<file path="src/verilog/acpc_pkg.sv">
`default_nettype none
package acpc_pkg;
   // wishbone word addresses (byte offsets)
   localparam logic [3:0] ADR_CONFIG  = 4'h0;
   localparam logic [3:0] ADR_COMMAND = 4'h4;
   localparam logic [3:0] ADR_STATUS  = 4'h8;
   // command opcodes written to the command register
   localparam logic [7:0] CMD_WAKE  = 8'h02;
   localparam logic [7:0] CMD_SLEEP = 8'h04;
   localparam logic [7:0] CMD_RESET = 8'h06;
   localparam logic [7:0] CMD_START = 8'h08;
   localparam logic [7:0] CMD_STOP  = 8'h0A;
   // timing in converter clock cycles, then the chop divider ratio and the counter widths in bits
   localparam int RST_LOW_MIN   = 4;
   localparam int WAKE_CYCLES   = 512;
   localparam int RESET_SETTLE  = 8;
   localparam int EARLY_WINDOW  = 22;
   localparam int EARLY_CYCLES  = 4;
   localparam int CONV_CYCLES   = 512;
   localparam int CHOP_DIV      = 8;
   localparam int PWRUP_DEFAULT = 65536;
   localparam int WAIT_W        = 17;
   localparam int CONV_W        = 10;

   typedef struct packed {
      logic refBiasEnable;
      logic singleShot;
      logic syncOutEnable;
   } acpc_cfg_t;
   localparam acpc_cfg_t CFG_RESET = 3'h0;
   localparam int CFG_W = 3;

   typedef enum logic [1:0] {
      PWR_RUN   = 2'b00,
      PWR_SLEEP = 2'b01,
      PWR_DOWN  = 2'b11
   } acpc_pwr_t;

   typedef enum logic [0:0] {
      CNV_IDLE = 1'b0,
      CNV_RUN  = 1'b1
   } acpc_cnv_t;
endpackage
`default_nettype wire

</file>
<file path="src/verilog/acpc_core.sv">
// Notes on behaviour
// RULE1 - sync enable set: chop sync output toggles continuously at clock divided by 8.
// RULE2 - sync enable clear: chop sync output stops and is driven low.
// RULE3 - in power-down the chop sync pin is released and not driven.
// RULE4 - divider phase restarts on any start and on a changing config write.
// RULE5 - sleep command enters low power with all registers kept.
// RULE6 - after wake, 512 cycles pass before ready; host waits for them.
// RULE7 - sleep entry or exit never touches the reference bias enable bit.
// RULE8 - serial timeout function is suspended while asleep.
// RULE9 - reset pin low for at least 4 cycles resets the device.
// RULE10 - reset pin low 2^16 cycles enters power-down, outputs still driven.
// RULE11 - reset pin rising after power-down reloads all register defaults.
// RULE12 - host waits 2^16 cycles after power-down exit before talking.
// RULE13 - reset command restores default configuration and restarts conversion; the code leaves conversion idle until a new start.
// RULE14 - host waits 8 cycles after any reset before talking.
// RULE15 - after power-on, 2^16 cycles are counted before internal reset release.
// RULE16 - start rising begins, falling stops; a new rise restarts a running conversion.
// RULE17 - data ready rises within 4 cycles of start pin rising.
// RULE18 - restart within 22 cycles of data ready fall gives an early discardable fall.
// RULE19 - host keeps start pin low when using start and stop commands.
// RULE20 - single-shot bit 0: conversions repeat until start low or stop.
// RULE21 - stop in gated mode finishes current conversion, flags it, then halts.
// RULE22 - host stops at least 16 cycles before next data ready fall.
// RULE23 - start and stop commands act when the command byte is taken.
// RULE24 - single-shot bit 1: each start does one conversion, flags it, halts.
//
// The Wishbone slave port and the address map were chosen for this implementation.
`timescale 1ns/1ps
`default_nettype none
module acpc_core #(
   parameter int PWRUP_CYCLES = acpc_pkg::PWRUP_DEFAULT,
   parameter int PD_CYCLES    = acpc_pkg::PWRUP_DEFAULT
) (
   // clock, reset, enable
   input  wire logic        clk,
   input  wire logic        rst,
   input  wire logic        ce,
   // wishbone slave
   input  wire logic        cyc_i,
   input  wire logic        stb_i,
   input  wire logic        we_i,
   input  wire logic [3:0]  adr_i,
   input  wire logic [3:0]  sel_i,
   input  wire logic [31:0] dat_i,
   output logic      [31:0] dat_o,
   output logic             ack_o,
   // pins from the host
   input  wire logic        startPin,
   input  wire logic        resetPowerdownPin_n,
   // chop sync pin
   input  wire logic        chopSyncIn,
   output logic             chopSyncOut,
   output logic             chopSyncOe,
   // conversion and power outputs
   output logic             dataReady_n,
   output logic             commReady,
   output logic             serialTimeoutEnable,
   output logic             coreEnable,
   output logic             referenceBiasOut
);
   localparam int WAIT_W = acpc_pkg::WAIT_W;
   localparam int CONV_W = acpc_pkg::CONV_W;
   acpc_pkg::acpc_cfg_t cfg_reg;
   acpc_pkg::acpc_pwr_t pwr_reg;
   acpc_pkg::acpc_cnv_t cnv_reg;
   logic [2:0]  startSync_reg;
   logic        startStable_reg;
   logic [2:0]  rpSync_reg;
   logic        rpStable_reg;
   logic [WAIT_W-1:0] lowCnt_reg;
   logic [WAIT_W-1:0] waitCnt_reg;
   logic [acpc_pkg::CONV_W-1:0] convCnt_reg;
   logic [4:0]  sinceFall_reg;
   logic        gate_reg;
   logic [2:0]  chopDiv_reg;
   logic        ack_reg;
   logic [31:0] rdata_reg;
   logic        chopIn_reg;

   // bus decode
   logic busReq, wrCfg, wrCmd, cmdByteOk, cfgChange;
   logic [7:0] cmd;
   acpc_pkg::acpc_cfg_t cfgWrite;
   assign busReq    = cyc_i && stb_i && !ack_reg;
   assign cmd       = dat_i[7:0];
   assign cfgWrite  = dat_i[acpc_pkg::CFG_W-1:0];
   // the serial side is dead in power-down, so writes are acked and dropped
   assign cmdByteOk = busReq && we_i && sel_i[0] && pwr_reg != acpc_pkg::PWR_DOWN;
   assign wrCfg     = cmdByteOk && adr_i == acpc_pkg::ADR_CONFIG
                      && pwr_reg == acpc_pkg::PWR_RUN;
   assign wrCmd     = cmdByteOk && adr_i == acpc_pkg::ADR_COMMAND;
   assign cfgChange = wrCfg && cfgWrite != cfg_reg;

   logic cmdStart, cmdStop, cmdSleep, cmdWake, cmdReset;
   assign cmdWake  = wrCmd && cmd == acpc_pkg::CMD_WAKE && pwr_reg == acpc_pkg::PWR_SLEEP;
   assign cmdSleep = wrCmd && cmd == acpc_pkg::CMD_SLEEP && pwr_reg == acpc_pkg::PWR_RUN;
   assign cmdReset = wrCmd && cmd == acpc_pkg::CMD_RESET && pwr_reg == acpc_pkg::PWR_RUN;
   assign cmdStart = wrCmd && cmd == acpc_pkg::CMD_START && pwr_reg == acpc_pkg::PWR_RUN; // RULE23
   assign cmdStop  = wrCmd && cmd == acpc_pkg::CMD_STOP && pwr_reg == acpc_pkg::PWR_RUN;  // RULE23

   // pin synchronisers: a change counts once stages two and three agree
   always_ff @(posedge clk or posedge rst) begin
      if (rst) begin
         startSync_reg   <= 3'h0;
         startStable_reg <= 1'b0;
         rpSync_reg      <= 3'h7;
         rpStable_reg    <= 1'b1;
      end else if (ce) begin
         startSync_reg <= {startSync_reg[1:0], startPin};
         rpSync_reg    <= {rpSync_reg[1:0], resetPowerdownPin_n};
         if (startSync_reg[2] == startSync_reg[1]) begin
            startStable_reg <= startSync_reg[2];
         end
         if (rpSync_reg[2] == rpSync_reg[1]) begin
            rpStable_reg <= rpSync_reg[2];
         end
      end
   end

   logic startRise, startFall, pinReset, enterDown, leaveDown;
   assign startRise = startSync_reg[2] == startSync_reg[1] && startSync_reg[2]
                      && !startStable_reg && pwr_reg == acpc_pkg::PWR_RUN;
   assign startFall = startSync_reg[2] == startSync_reg[1] && !startSync_reg[2]
                      && startStable_reg;
   // short low pulses below the minimum width are ignored
   assign pinReset  = !rpStable_reg && lowCnt_reg == WAIT_W'(acpc_pkg::RST_LOW_MIN - 1);
   assign enterDown = !rpStable_reg && lowCnt_reg == WAIT_W'(PD_CYCLES - 1);
   assign leaveDown = rpStable_reg && pwr_reg == acpc_pkg::PWR_DOWN;

   // wipe restores the configuration, conversion, data ready and divider defaults
   logic wipe;
   assign wipe = pinReset || leaveDown || cmdReset; // RULE9 RULE11 RULE13

   // reset pin low-time counter
   always_ff @(posedge clk or posedge rst) begin
      if (rst) begin
         lowCnt_reg <= '0;
      end else if (ce) begin
         if (rpStable_reg) begin
            lowCnt_reg <= '0;
         end else if (lowCnt_reg != WAIT_W'(PD_CYCLES - 1)) begin
            lowCnt_reg <= lowCnt_reg + WAIT_W'(1);
         end
      end
   end

   // power state
   always_ff @(posedge clk or posedge rst) begin
      if (rst) begin
         pwr_reg <= acpc_pkg::PWR_RUN;
      end else if (ce) begin
         case (pwr_reg)
            acpc_pkg::PWR_RUN: begin
               if (enterDown) begin
                  pwr_reg <= acpc_pkg::PWR_DOWN; // RULE10
               end else if (cmdSleep) begin
                  pwr_reg <= acpc_pkg::PWR_SLEEP; // RULE5
               end
            end
            acpc_pkg::PWR_SLEEP: begin
               if (enterDown) begin
                  pwr_reg <= acpc_pkg::PWR_DOWN;
               end else if (pinReset || cmdWake) begin
                  pwr_reg <= acpc_pkg::PWR_RUN;
               end
            end
            acpc_pkg::PWR_DOWN: begin
               if (leaveDown) begin
                  pwr_reg <= acpc_pkg::PWR_RUN;
               end
            end
            default: pwr_reg <= acpc_pkg::PWR_RUN;
         endcase
      end
   end

   // communication wait counter: power-on, wake, reset and power-down exit
   always_ff @(posedge clk or posedge rst) begin
      if (rst) begin
         waitCnt_reg <= WAIT_W'(PWRUP_CYCLES); // RULE15
      end else if (ce) begin
         if (leaveDown) begin
            waitCnt_reg <= WAIT_W'(PD_CYCLES); // RULE12
         end else if (pinReset || cmdReset) begin
            waitCnt_reg <= WAIT_W'(acpc_pkg::RESET_SETTLE); // RULE14
         end else if (cmdWake) begin
            waitCnt_reg <= WAIT_W'(acpc_pkg::WAKE_CYCLES); // RULE6
         end else if (waitCnt_reg != '0 && pwr_reg == acpc_pkg::PWR_RUN) begin
            waitCnt_reg <= waitCnt_reg - WAIT_W'(1);
         end
      end
   end

   // configuration: sleep never touches it, only the wipe sources do
   always_ff @(posedge clk or posedge rst) begin
      if (rst) begin
         cfg_reg <= acpc_pkg::CFG_RESET;
      end else if (ce) begin
         if (wipe) begin
            cfg_reg <= acpc_pkg::CFG_RESET;
         end else if (wrCfg) begin
            cfg_reg <= cfgWrite; // RULE7
         end
      end
   end

   // conversion control
   logic convStart, convDone, stopReq, startBlocked;
   assign startBlocked = waitCnt_reg != '0 || rpStable_reg == 1'b0;
   assign convStart = (startRise || cmdStart) && !startBlocked; // RULE16
   assign stopReq   = startFall || cmdStop;
   assign convDone  = cnv_reg == acpc_pkg::CNV_RUN
                      && convCnt_reg == CONV_W'(acpc_pkg::CONV_CYCLES - 1);

   always_ff @(posedge clk or posedge rst) begin
      if (rst) begin
         cnv_reg     <= acpc_pkg::CNV_IDLE;
         convCnt_reg <= '0;
         gate_reg    <= 1'b0;
      end else if (ce) begin
         if (wipe || pwr_reg != acpc_pkg::PWR_RUN) begin
            cnv_reg  <= acpc_pkg::CNV_IDLE;
            gate_reg <= 1'b0;
         end else if (convStart) begin
            cnv_reg  <= acpc_pkg::CNV_RUN; // RULE16
            gate_reg <= !cfg_reg.singleShot;
            // restart close behind a result finishes quickly; that result is junk
            if (sinceFall_reg < 5'(acpc_pkg::EARLY_WINDOW)) begin
               convCnt_reg <= CONV_W'(acpc_pkg::CONV_CYCLES
                                      - acpc_pkg::EARLY_CYCLES); // RULE18
            end else begin
               convCnt_reg <= '0;
            end
         end else begin
            if (stopReq) begin
               gate_reg <= 1'b0; // RULE21
            end
            case (cnv_reg)
               acpc_pkg::CNV_RUN: begin
                  if (convDone) begin
                     convCnt_reg <= '0;
                     if (!gate_reg || stopReq) begin
                        cnv_reg <= acpc_pkg::CNV_IDLE; // RULE24 RULE21
                     end
                  end else begin
                     convCnt_reg <= convCnt_reg + CONV_W'(1); // RULE20
                  end
               end
               acpc_pkg::CNV_IDLE: convCnt_reg <= '0;
               default: cnv_reg <= acpc_pkg::CNV_IDLE;
            endcase
         end
      end
   end

   // data ready and the time since its last fall
   always_ff @(posedge clk or posedge rst) begin
      if (rst) begin
         dataReady_n   <= 1'b1;
         sinceFall_reg <= 5'h1F;
      end else if (ce) begin
         if (wipe) begin
            dataReady_n <= 1'b1;
         end else if (convStart) begin
            dataReady_n <= 1'b1; // RULE17
         end else if (convDone) begin
            dataReady_n <= 1'b0;
         end else if (cnv_reg == acpc_pkg::CNV_RUN && convCnt_reg == '0) begin
            dataReady_n <= 1'b1;
         end
         if (convDone) begin
            sinceFall_reg <= '0;
         end else if (sinceFall_reg != 5'h1F) begin
            sinceFall_reg <= sinceFall_reg + 5'h01;
         end
      end
   end

   // chop sync divider
   logic phaseRst;
   assign phaseRst = convStart || cfgChange || wipe; // RULE4
   always_ff @(posedge clk or posedge rst) begin
      if (rst) begin
         chopDiv_reg <= 3'h0;
         chopSyncOut <= 1'b0;
      end else if (ce) begin
         if (phaseRst || !cfg_reg.syncOutEnable) begin
            chopDiv_reg <= 3'h0;
            chopSyncOut <= 1'b0; // RULE2
         end else begin
            chopDiv_reg <= chopDiv_reg + 3'h1;
            chopSyncOut <= chopDiv_reg[2] ^ (chopDiv_reg[1:0] == 2'h3); // RULE1
         end
      end
   end
   assign chopSyncOe = pwr_reg != acpc_pkg::PWR_DOWN; // RULE3

   // chop sync pin level read back while released; the pin is asynchronous
   logic [2:0] chopInSync_reg;
   always_ff @(posedge clk or posedge rst) begin
      if (rst) begin
         chopInSync_reg <= 3'h0;
         chopIn_reg     <= 1'b0;
      end else if (ce) begin
         chopInSync_reg <= {chopInSync_reg[1:0], chopSyncIn};
         if (chopInSync_reg[2] == chopInSync_reg[1]) begin
            chopIn_reg <= chopInSync_reg[2];
         end
      end
   end

   assign commReady           = waitCnt_reg == '0 && pwr_reg == acpc_pkg::PWR_RUN;
   assign serialTimeoutEnable = pwr_reg == acpc_pkg::PWR_RUN; // RULE8
   assign coreEnable          = pwr_reg != acpc_pkg::PWR_DOWN; // RULE10
   assign referenceBiasOut    = cfg_reg.refBiasEnable && pwr_reg != acpc_pkg::PWR_DOWN;

   // wishbone answer: one wait state, unmapped reads give zero
   always_ff @(posedge clk or posedge rst) begin
      if (rst) begin
         ack_reg   <= 1'b0;
         rdata_reg <= 32'h0;
      end else if (ce) begin
         ack_reg <= busReq;
         if (busReq && !we_i) begin
            case (adr_i)
               acpc_pkg::ADR_CONFIG: rdata_reg <= {29'h0, cfg_reg};
               acpc_pkg::ADR_STATUS: rdata_reg <= {24'h0, chopIn_reg, gate_reg, cnv_reg,
                                                   dataReady_n, commReady, 1'b0, pwr_reg};
               default:              rdata_reg <= 32'h0;
            endcase
         end
      end
   end
   assign ack_o = ack_reg;
   assign dat_o = rdata_reg;

   // checks
   AST_CHOP_PERIOD: assert property (@(posedge clk) disable iff (rst || !ce)
      $rose(chopSyncOut) && !phaseRst && cfg_reg.syncOutEnable
      ##1 (!phaseRst && cfg_reg.syncOutEnable) [*7]
      |-> ##1 $rose(chopSyncOut))
      else $error("chop sync period not eight"); // RULE1
   AST_CHOP_LOW: assert property (@(posedge clk) disable iff (rst || !ce)
      !cfg_reg.syncOutEnable && pwr_reg != acpc_pkg::PWR_DOWN && !enterDown
      |=> !chopSyncOut && chopSyncOe)
      else $error("chop sync not held low"); // RULE2
   AST_CHOP_RELEASE: assert property (@(posedge clk) disable iff (rst || !ce)
      pwr_reg == acpc_pkg::PWR_DOWN |-> !chopSyncOe)
      else $error("chop sync driven in power-down"); // RULE3
   AST_PHASE_RESET: assert property (@(posedge clk) disable iff (rst || !ce)
      phaseRst |=> chopDiv_reg == 3'h0 && !chopSyncOut)
      else $error("divider phase not reset"); // RULE4
   AST_SLEEP_KEEP: assert property (@(posedge clk) disable iff (rst || !ce)
      pwr_reg == acpc_pkg::PWR_SLEEP && !wipe |=> $stable(cfg_reg))
      else $error("config changed in sleep"); // RULE5 RULE7
   AST_WAKE_WAIT: assert property (@(posedge clk) disable iff (rst || !ce)
      cmdWake |=> !commReady [*8])
      else $error("ready too soon after wake"); // RULE6
   AST_TIMEOUT_OFF: assert property (@(posedge clk) disable iff (rst || !ce)
      pwr_reg == acpc_pkg::PWR_SLEEP |-> !serialTimeoutEnable)
      else $error("serial timeout active in sleep"); // RULE8
   AST_PIN_RESET: assert property (@(posedge clk) disable iff (rst || !ce)
      pinReset |=> cfg_reg == acpc_pkg::CFG_RESET && cnv_reg == acpc_pkg::CNV_IDLE)
      else $error("pin reset had no effect"); // RULE9
   AST_PD_ENTER: assert property (@(posedge clk) disable iff (rst || !ce)
      enterDown |=> pwr_reg == acpc_pkg::PWR_DOWN && !coreEnable)
      else $error("power-down not entered"); // RULE10
   AST_DATA_READY_N_RISE: assert property (@(posedge clk) disable iff (rst || !ce)
      startRise && !startBlocked |=> dataReady_n && cnv_reg == acpc_pkg::CNV_RUN)
      else $error("data ready late after start"); // RULE17
   AST_STOP_FINISH: assert property (@(posedge clk) disable iff (rst || !ce)
      convDone && !gate_reg && !convStart && !wipe
      |=> !dataReady_n && cnv_reg == acpc_pkg::CNV_IDLE)
      else $error("stopped conversion not flagged"); // RULE21 RULE24

   COV_SLEEP_WAKE: cover property (@(posedge clk) disable iff (rst) cmdSleep ##[1:50] cmdWake);
   COV_GATED_TWO: cover property (@(posedge clk) disable iff (rst)
      convDone && gate_reg ##1 cnv_reg == acpc_pkg::CNV_RUN);
   COV_EARLY: cover property (@(posedge clk) disable iff (rst)
      convStart && sinceFall_reg < 5'(acpc_pkg::EARLY_WINDOW));
   COV_PD: cover property (@(posedge clk) disable iff (rst) leaveDown);
endmodule
`default_nettype wire

</file>
<file path="config.mk">
export PLATFORM = sky130hd
export DESIGN_NAME = acpc_core
export DESIGN_NICKNAME = d
export VERILOG_FILES = /design/src/verilog/acpc_pkg.sv /design/src/verilog/acpc_core.sv
export SDC_FILE = /design/constraint.sdc
export NUM_CORES = 1
export LEC_CHECK = 0
export ABC_AREA = 1
export BUFFER_PORTS_ARGS = -buffer_cell sky130_fd_sc_hd__buf_2
export CORE_ASPECT_RATIO = 1.75
export CORE_UTILIZATION = 55
export DETAILED_ROUTE_END_ITERATION = 16
export MAX_ROUTING_LAYER = met4
export PLACE_DENSITY = 0.82
export SLEW_MARGIN = 20
export SYNTH_ARGS = -nofsm -noshare
export SYNTH_HDL_FRONTEND = slang
export SYNTH_SLANG_ARGS = --single-unit
</file>
<file path="constraint.sdc">
create_clock -name clk -period 4.1 [get_ports clk]
set_clock_uncertainty 0.2 [all_clocks]
set_input_delay 0.82 -clock clk [delete_from_list [all_inputs] [get_ports clk]]
set_output_delay 0.82 -clock clk [all_outputs]
set_load 0.02 [all_outputs]
</file>
-- Word-level counts from Yosys, hierarchy flattened
Cells that the tools add are included.
Widths: inputs -> output; s select.
- word-level logic and storage cells: 168
- output and inout port bits: 40
- flip-flop bits (word level): 106
- bits of input ports: 49
- magnitude comparators: 1
- bitwise logic cells: 4
- reductions and logical operators: 79
- equality and inequality tests: 23
- add/subtract/negate cells: 5
- muxes and demuxes: 35
- operators with widths (kind ; count):
    $mux 17 ; 6
    $logic_and 1x1->1 ; 34
    $reduce_and 2->1 ; 11
    $mux 10 ; 2
    $pmux 10 s2 ; 1
    $add 17x1->17 const B ; 1
    $eq 17x16->1 const B ; 1
    $eq 17x2->1 const B ; 1
    $logic_not 17->1 ; 1
    $ne 17x16->1 const B ; 1
    $reduce_bool 17->1 ; 1
    $sub 17x1->17 const B ; 1
    $eq 8x3->1 const B ; 2
    $eq 8x4->1 const B ; 2
    $pmux 8 s2 ; 1
    $mux 1 ; 13
    $logic_or 1x1->1 ; 12
    $add 10x1->10 const B ; 1
    $eq 10x9->1 const B ; 1
    $logic_not 10->1 ; 1
    $mux 2 ; 5
    $mux 5 ; 2
    $logic_not 1->1 ; 9
    $mux 3 ; 3
    24 further kinds ; 34

-- Logic depth before layout (Yosys ltp)
- depth in word-level cells: 15
- depth in mapped cells: 14
- mapped depth without buffers: 14

-- Worst setup path after synthesis
No wires, ideal clock.
- path kind: reg2reg
- start point: register lowCnt_reg[0]
- end point: register lowCnt_reg[13]
- path buffers: 0
- arrival: 1.871 ns
- setup slack: 1.906 ns
- cell stages (with the launch flop): 15
- period minus slack after synthesis: 2.194 ns
- library setup time: 0.123 ns
- data required time: 3.777 ns
- cells stage by stage: dfrtp_1 -> ha_1 -> nand2_1 -> nor2_1 -> nand2_1 -> nor2_1 -> ha_1 -> nand2_2 -> nand2_4 -> nor2_2 -> nand3_1 -> nor2_1 -> nand3_1 -> nor2_1 -> nor3b_1
- cells in the longest elaborated chain, start to end: 3
- elaborated cells between the ends (all ways): 6
- classes of those cells: add/sub: 1; eq/ne: 1; mux: 2; reduce/logical: 2
- ends and longest elaborated chain (element ; RTL line ; text):
    start, declared ; acpc_core.sv:70 ; logic [WAIT_W-1:0] lowCnt_reg;
    start signal, assigned ; acpc_core.sv:142 ; lowCnt_reg <= lowCnt_reg + WAIT_W'(1);
    $add 17x1->17 or $ne 17x16->1 (tied branches) ; acpc_core.sv:142, acpc_core.sv:141 ;
    $mux 17 or $reduce_bool 2->1 (tied branches) ; - ;
    $mux 17 or $reduce_and 2->1 (tied branches) ; - ;
Several ways; a longest one is shown, not always the timed one. The select of a mux whose other input is x is not followed.
A chain may end at the register's enable or synchronous reset.

-- Worst setup path after layout
- start point: register pwr_reg[1]
- end point: output commReady
- cells in the longest elaborated chain, start to end: 2
- ends and longest elaborated chain (element ; RTL line ; text):
    start, declared ; acpc_core.sv:64 ; acpc_pkg::acpc_pwr_t pwr_reg;
    start signal, assigned ; acpc_core.sv:150 ; pwr_reg <= acpc_pkg::PWR_RUN;
    start signal, assigned ; acpc_core.sv:155 ; pwr_reg <= acpc_pkg::PWR_DOWN;
    start signal, assigned ; acpc_core.sv:157 ; pwr_reg <= acpc_pkg::PWR_SLEEP;
    $logic_not 2->1 ; acpc_core.sv:312 ; assign commReady = waitCnt_reg == '0 && pwr_reg == acpc_pkg::PWR_RUN;
    $logic_and 1x1->1 ; acpc_core.sv:312 ;
    end, declared ; acpc_core.sv:56 ; output logic commReady,
Every way passes these cells.

==> metrics.cfg <==
[run_status]
status = complete, no violations

[synth]
synthCells = 801
ys_seq_elements = 81
synth_cell_types = 40
synth_mux_area_share_pct = 0
synth.yosys.seq_area_share_pct = 37.5
netlist_area_um2 = 5440
synth_top_family_by_area = simple AND/OR/NAND/NOR gates
avgSynthCellArea_um2 = 6.79
synth_warnings = 0
synthXorXnorAreaFrac_pct = 2.09
synthFlopType = dfrtp_1
synth_edf_count = 0
synth_fa_ha_area_share_pct = 2.53
synth_compound_area_share_pct = 5.71
yosys.area_share.simple_pct = 41.2
async_flop_share_pct = 100

[final_layout]
final_cell_area_um2 = 5900
regArea_um2 = 2040
multi_input_area_um2 = 2900
fillCellCount = 926
mostFrequentLayoutCells = 270 x nand2_1, 123 x nor2_1, 77 x inv_1
nets = 896
final_common_cell = nand2_1
layout-drive-gt1-share_pct = 12.2
antenna_cells = 0
final_core_utilization_pct = 62.0
synthToLayoutAreaGrowth_pct = 8.51

[floorplanning]
die_area_um2 = 10300
dieWidth_um = 77.2
rows = 47
ios = 89
core_um2 = 9530
die_y_um = 134
initial_core_util_pct = 57.1

[power_and_ir_drop]
leakage_nw = 3.06
powerDensity_nw_per_um2 = 523
total_power_w = 0.00309
max-vdd-ir-drop_v = 0.000347

[critical_path]
slowest_delay_ps = 590
critPathBufInv = 2
worst-setup-path-type = flip-flop to output pin
cp.required_ps = 3080
crit_chain = nor2_1, nand3_1, inv_1, buf_2
arrival_ps = 2050
crit_fanout = 11
critPathTopFamily = simple AND/OR/NAND/NOR gates
cp-start-kind = flip-flop
reg2reg_slack_ps = 1530
cp-end-kind = output pin
cp_slowest_cell = nor2_1

[grt]
antenna_found_initial = 0
grt_pass1_vias = 4712
grt_overflow_total = 0
grt_pass1_wl_mm = 21.0
grt_max_degree = 63
gr-usage-all-layers_pct = 26.4

[placement]
port_buffers = 37
gp_congestion = 0.943
dpl.hpwl_mm = 9.27
place_area_um2 = 5620

[clock_network]
cts_tree = yes
ctsResizeCount = 0
clkTransAtPathRegs_ps = 60
cts-root-buf = clkbuf_16
cts_setup_buffers = 0
clock_sinks = 81
cts_buffers = 9
clockBufferDepth = 2
htree_num_levels = 3
worstSkewPairLatency_ps = 350
ctsHoldBuffers = 0

[route]
postRouteWirelength_mm = 12.6
route.detailed.drc = 0
vias = 5047
post_drt_wl_per_cell_um = 13.1
via_per_inst = 5.24
drt_iter0_markers = 300
drtPass1Iterations = 5
ant_nets = 0

[timing]
finalCritPeriodShare_pct = 74.8
fmax_mhz = 326
worst_pin_slew_ps = 779
finalMaxSlewViolations = 0
rsz0062_at_grt = no
setup_viol = 0
slew_headroom_pct = 48.1
min_period_ps = 3070
setup_tns_ps = 0
hold_viol = 0

[flow_run]
max_cap_viol_count = 0

[worst_hold_path]
min_path_type = flip-flop to flip-flop

worst register-to-register path: stages (launching register included):
cell	delay [ps]
dfrtp_1	380
ha_1	260
nand2_1	80
nor2_1	160
nand2_1	100
nor2_1	130
ha_1	220
nand2_2	110
nand2_4	140
clkinv_1	260
nand4_1	190
nor2_1	70
nor2_1	90
a21oi_1	50
path summary, 6_finish.rpt:
path                               start        endpoint  cells past startpoint
setup reg to reg           lowCnt_reg[0]   lowCnt_reg[9]                     13
hold reg to reg            rpSync_reg[0]   rpSync_reg[1]                      2
max in group asynchronous            rst  waitCnt_reg[1]                      3
setup / recovery              pwr_reg[1]       commReady                      4
min in group asynchronous            rst   lowCnt_reg[5]                      2
hold / removal             rpSync_reg[0]   rpSync_reg[1]                      2
power by group:
group	switching, W	internal, W
logic	0.000757	0.000403
clock network	0.000360	0.000421
registers	0.000171	0.000976
synth_stat cells (2+ instances only):
cell type	n	area, um^2
nand2_2	7	43.8
inv_2	4	15.0
nor2_2	9	56.3
o21ai_1	2	10.0
nand3b_1	2	15.0
a21oi_1	17	85.1
nand2_1	270	1010
nand2_4	2	22.5
o21a_1	2	15.0
clkbuf_1	5	18.8
xnor2_1	7	61.3
o31ai_1	2	15.0
nor2_4	5	56.3
ha_1	11	138
nand3_4	2	35.0
nor3_1	14	70.1
nor3b_1	2	15.0
dfrtp_1	70	1750
xor2_1	6	52.6
nand3_1	53	265
dfstp_2	11	289
buf_4	28	210
o21ai_0	26	130
buf_2	4	20.0
o22ai_1	2	12.5
nor2_1	123	462
or2_2	2	12.5
inv_1	78	293
nor4_1	2	12.5
buf_6	2	22.5
nand4_1	22	138
layer usage:
metal / vias to the layer above / GRT usage, % / share of wire, % / routed length, um
met4: 0 / 11.7 / 2.6 / 331
met1: 2360 / 28.0 / 39 / 4920
met2: 102 / 47.2 / 55 / 6970
li1: 2560 / - / - / -
met5: - / - / 0 / 0
met3: 25 / 4.45 / 3.1 / 385
kinds of logic after synthesis:
group,after synthesis
adder cells (fa/ha/maj),11
flip-flops,81
other,1
AND/OR/NAND/NOR,517
AO/OA/AOI/OAI,55
XOR/XNOR,13
buffers and inverters,123
metrics by stage:
step | hold WS [ps] | setup WS [ps] | instances
6_report | 257 | 1030 | 963
5_1_grt | 275 | 968 | 963
4_1_cts | 257 | 1080 | 963
3_5_place_dp | 247 | 1370 | 947
3_3_place_gp | 242 | 1400 | 947
2_1_floorplan | 239 | 1020 | 824
cell type report:
cell class              instances  area share [%]
well taps                     122            2.59
inverters                      84            5.43
multi-input cells             620            49.1
clock buffers                   9            3.82
flip-flops and latches         81            34.6
clock inverters                 7            1.02
repair buffers                 40            3.52
Power figures use the tool's default switching activity.
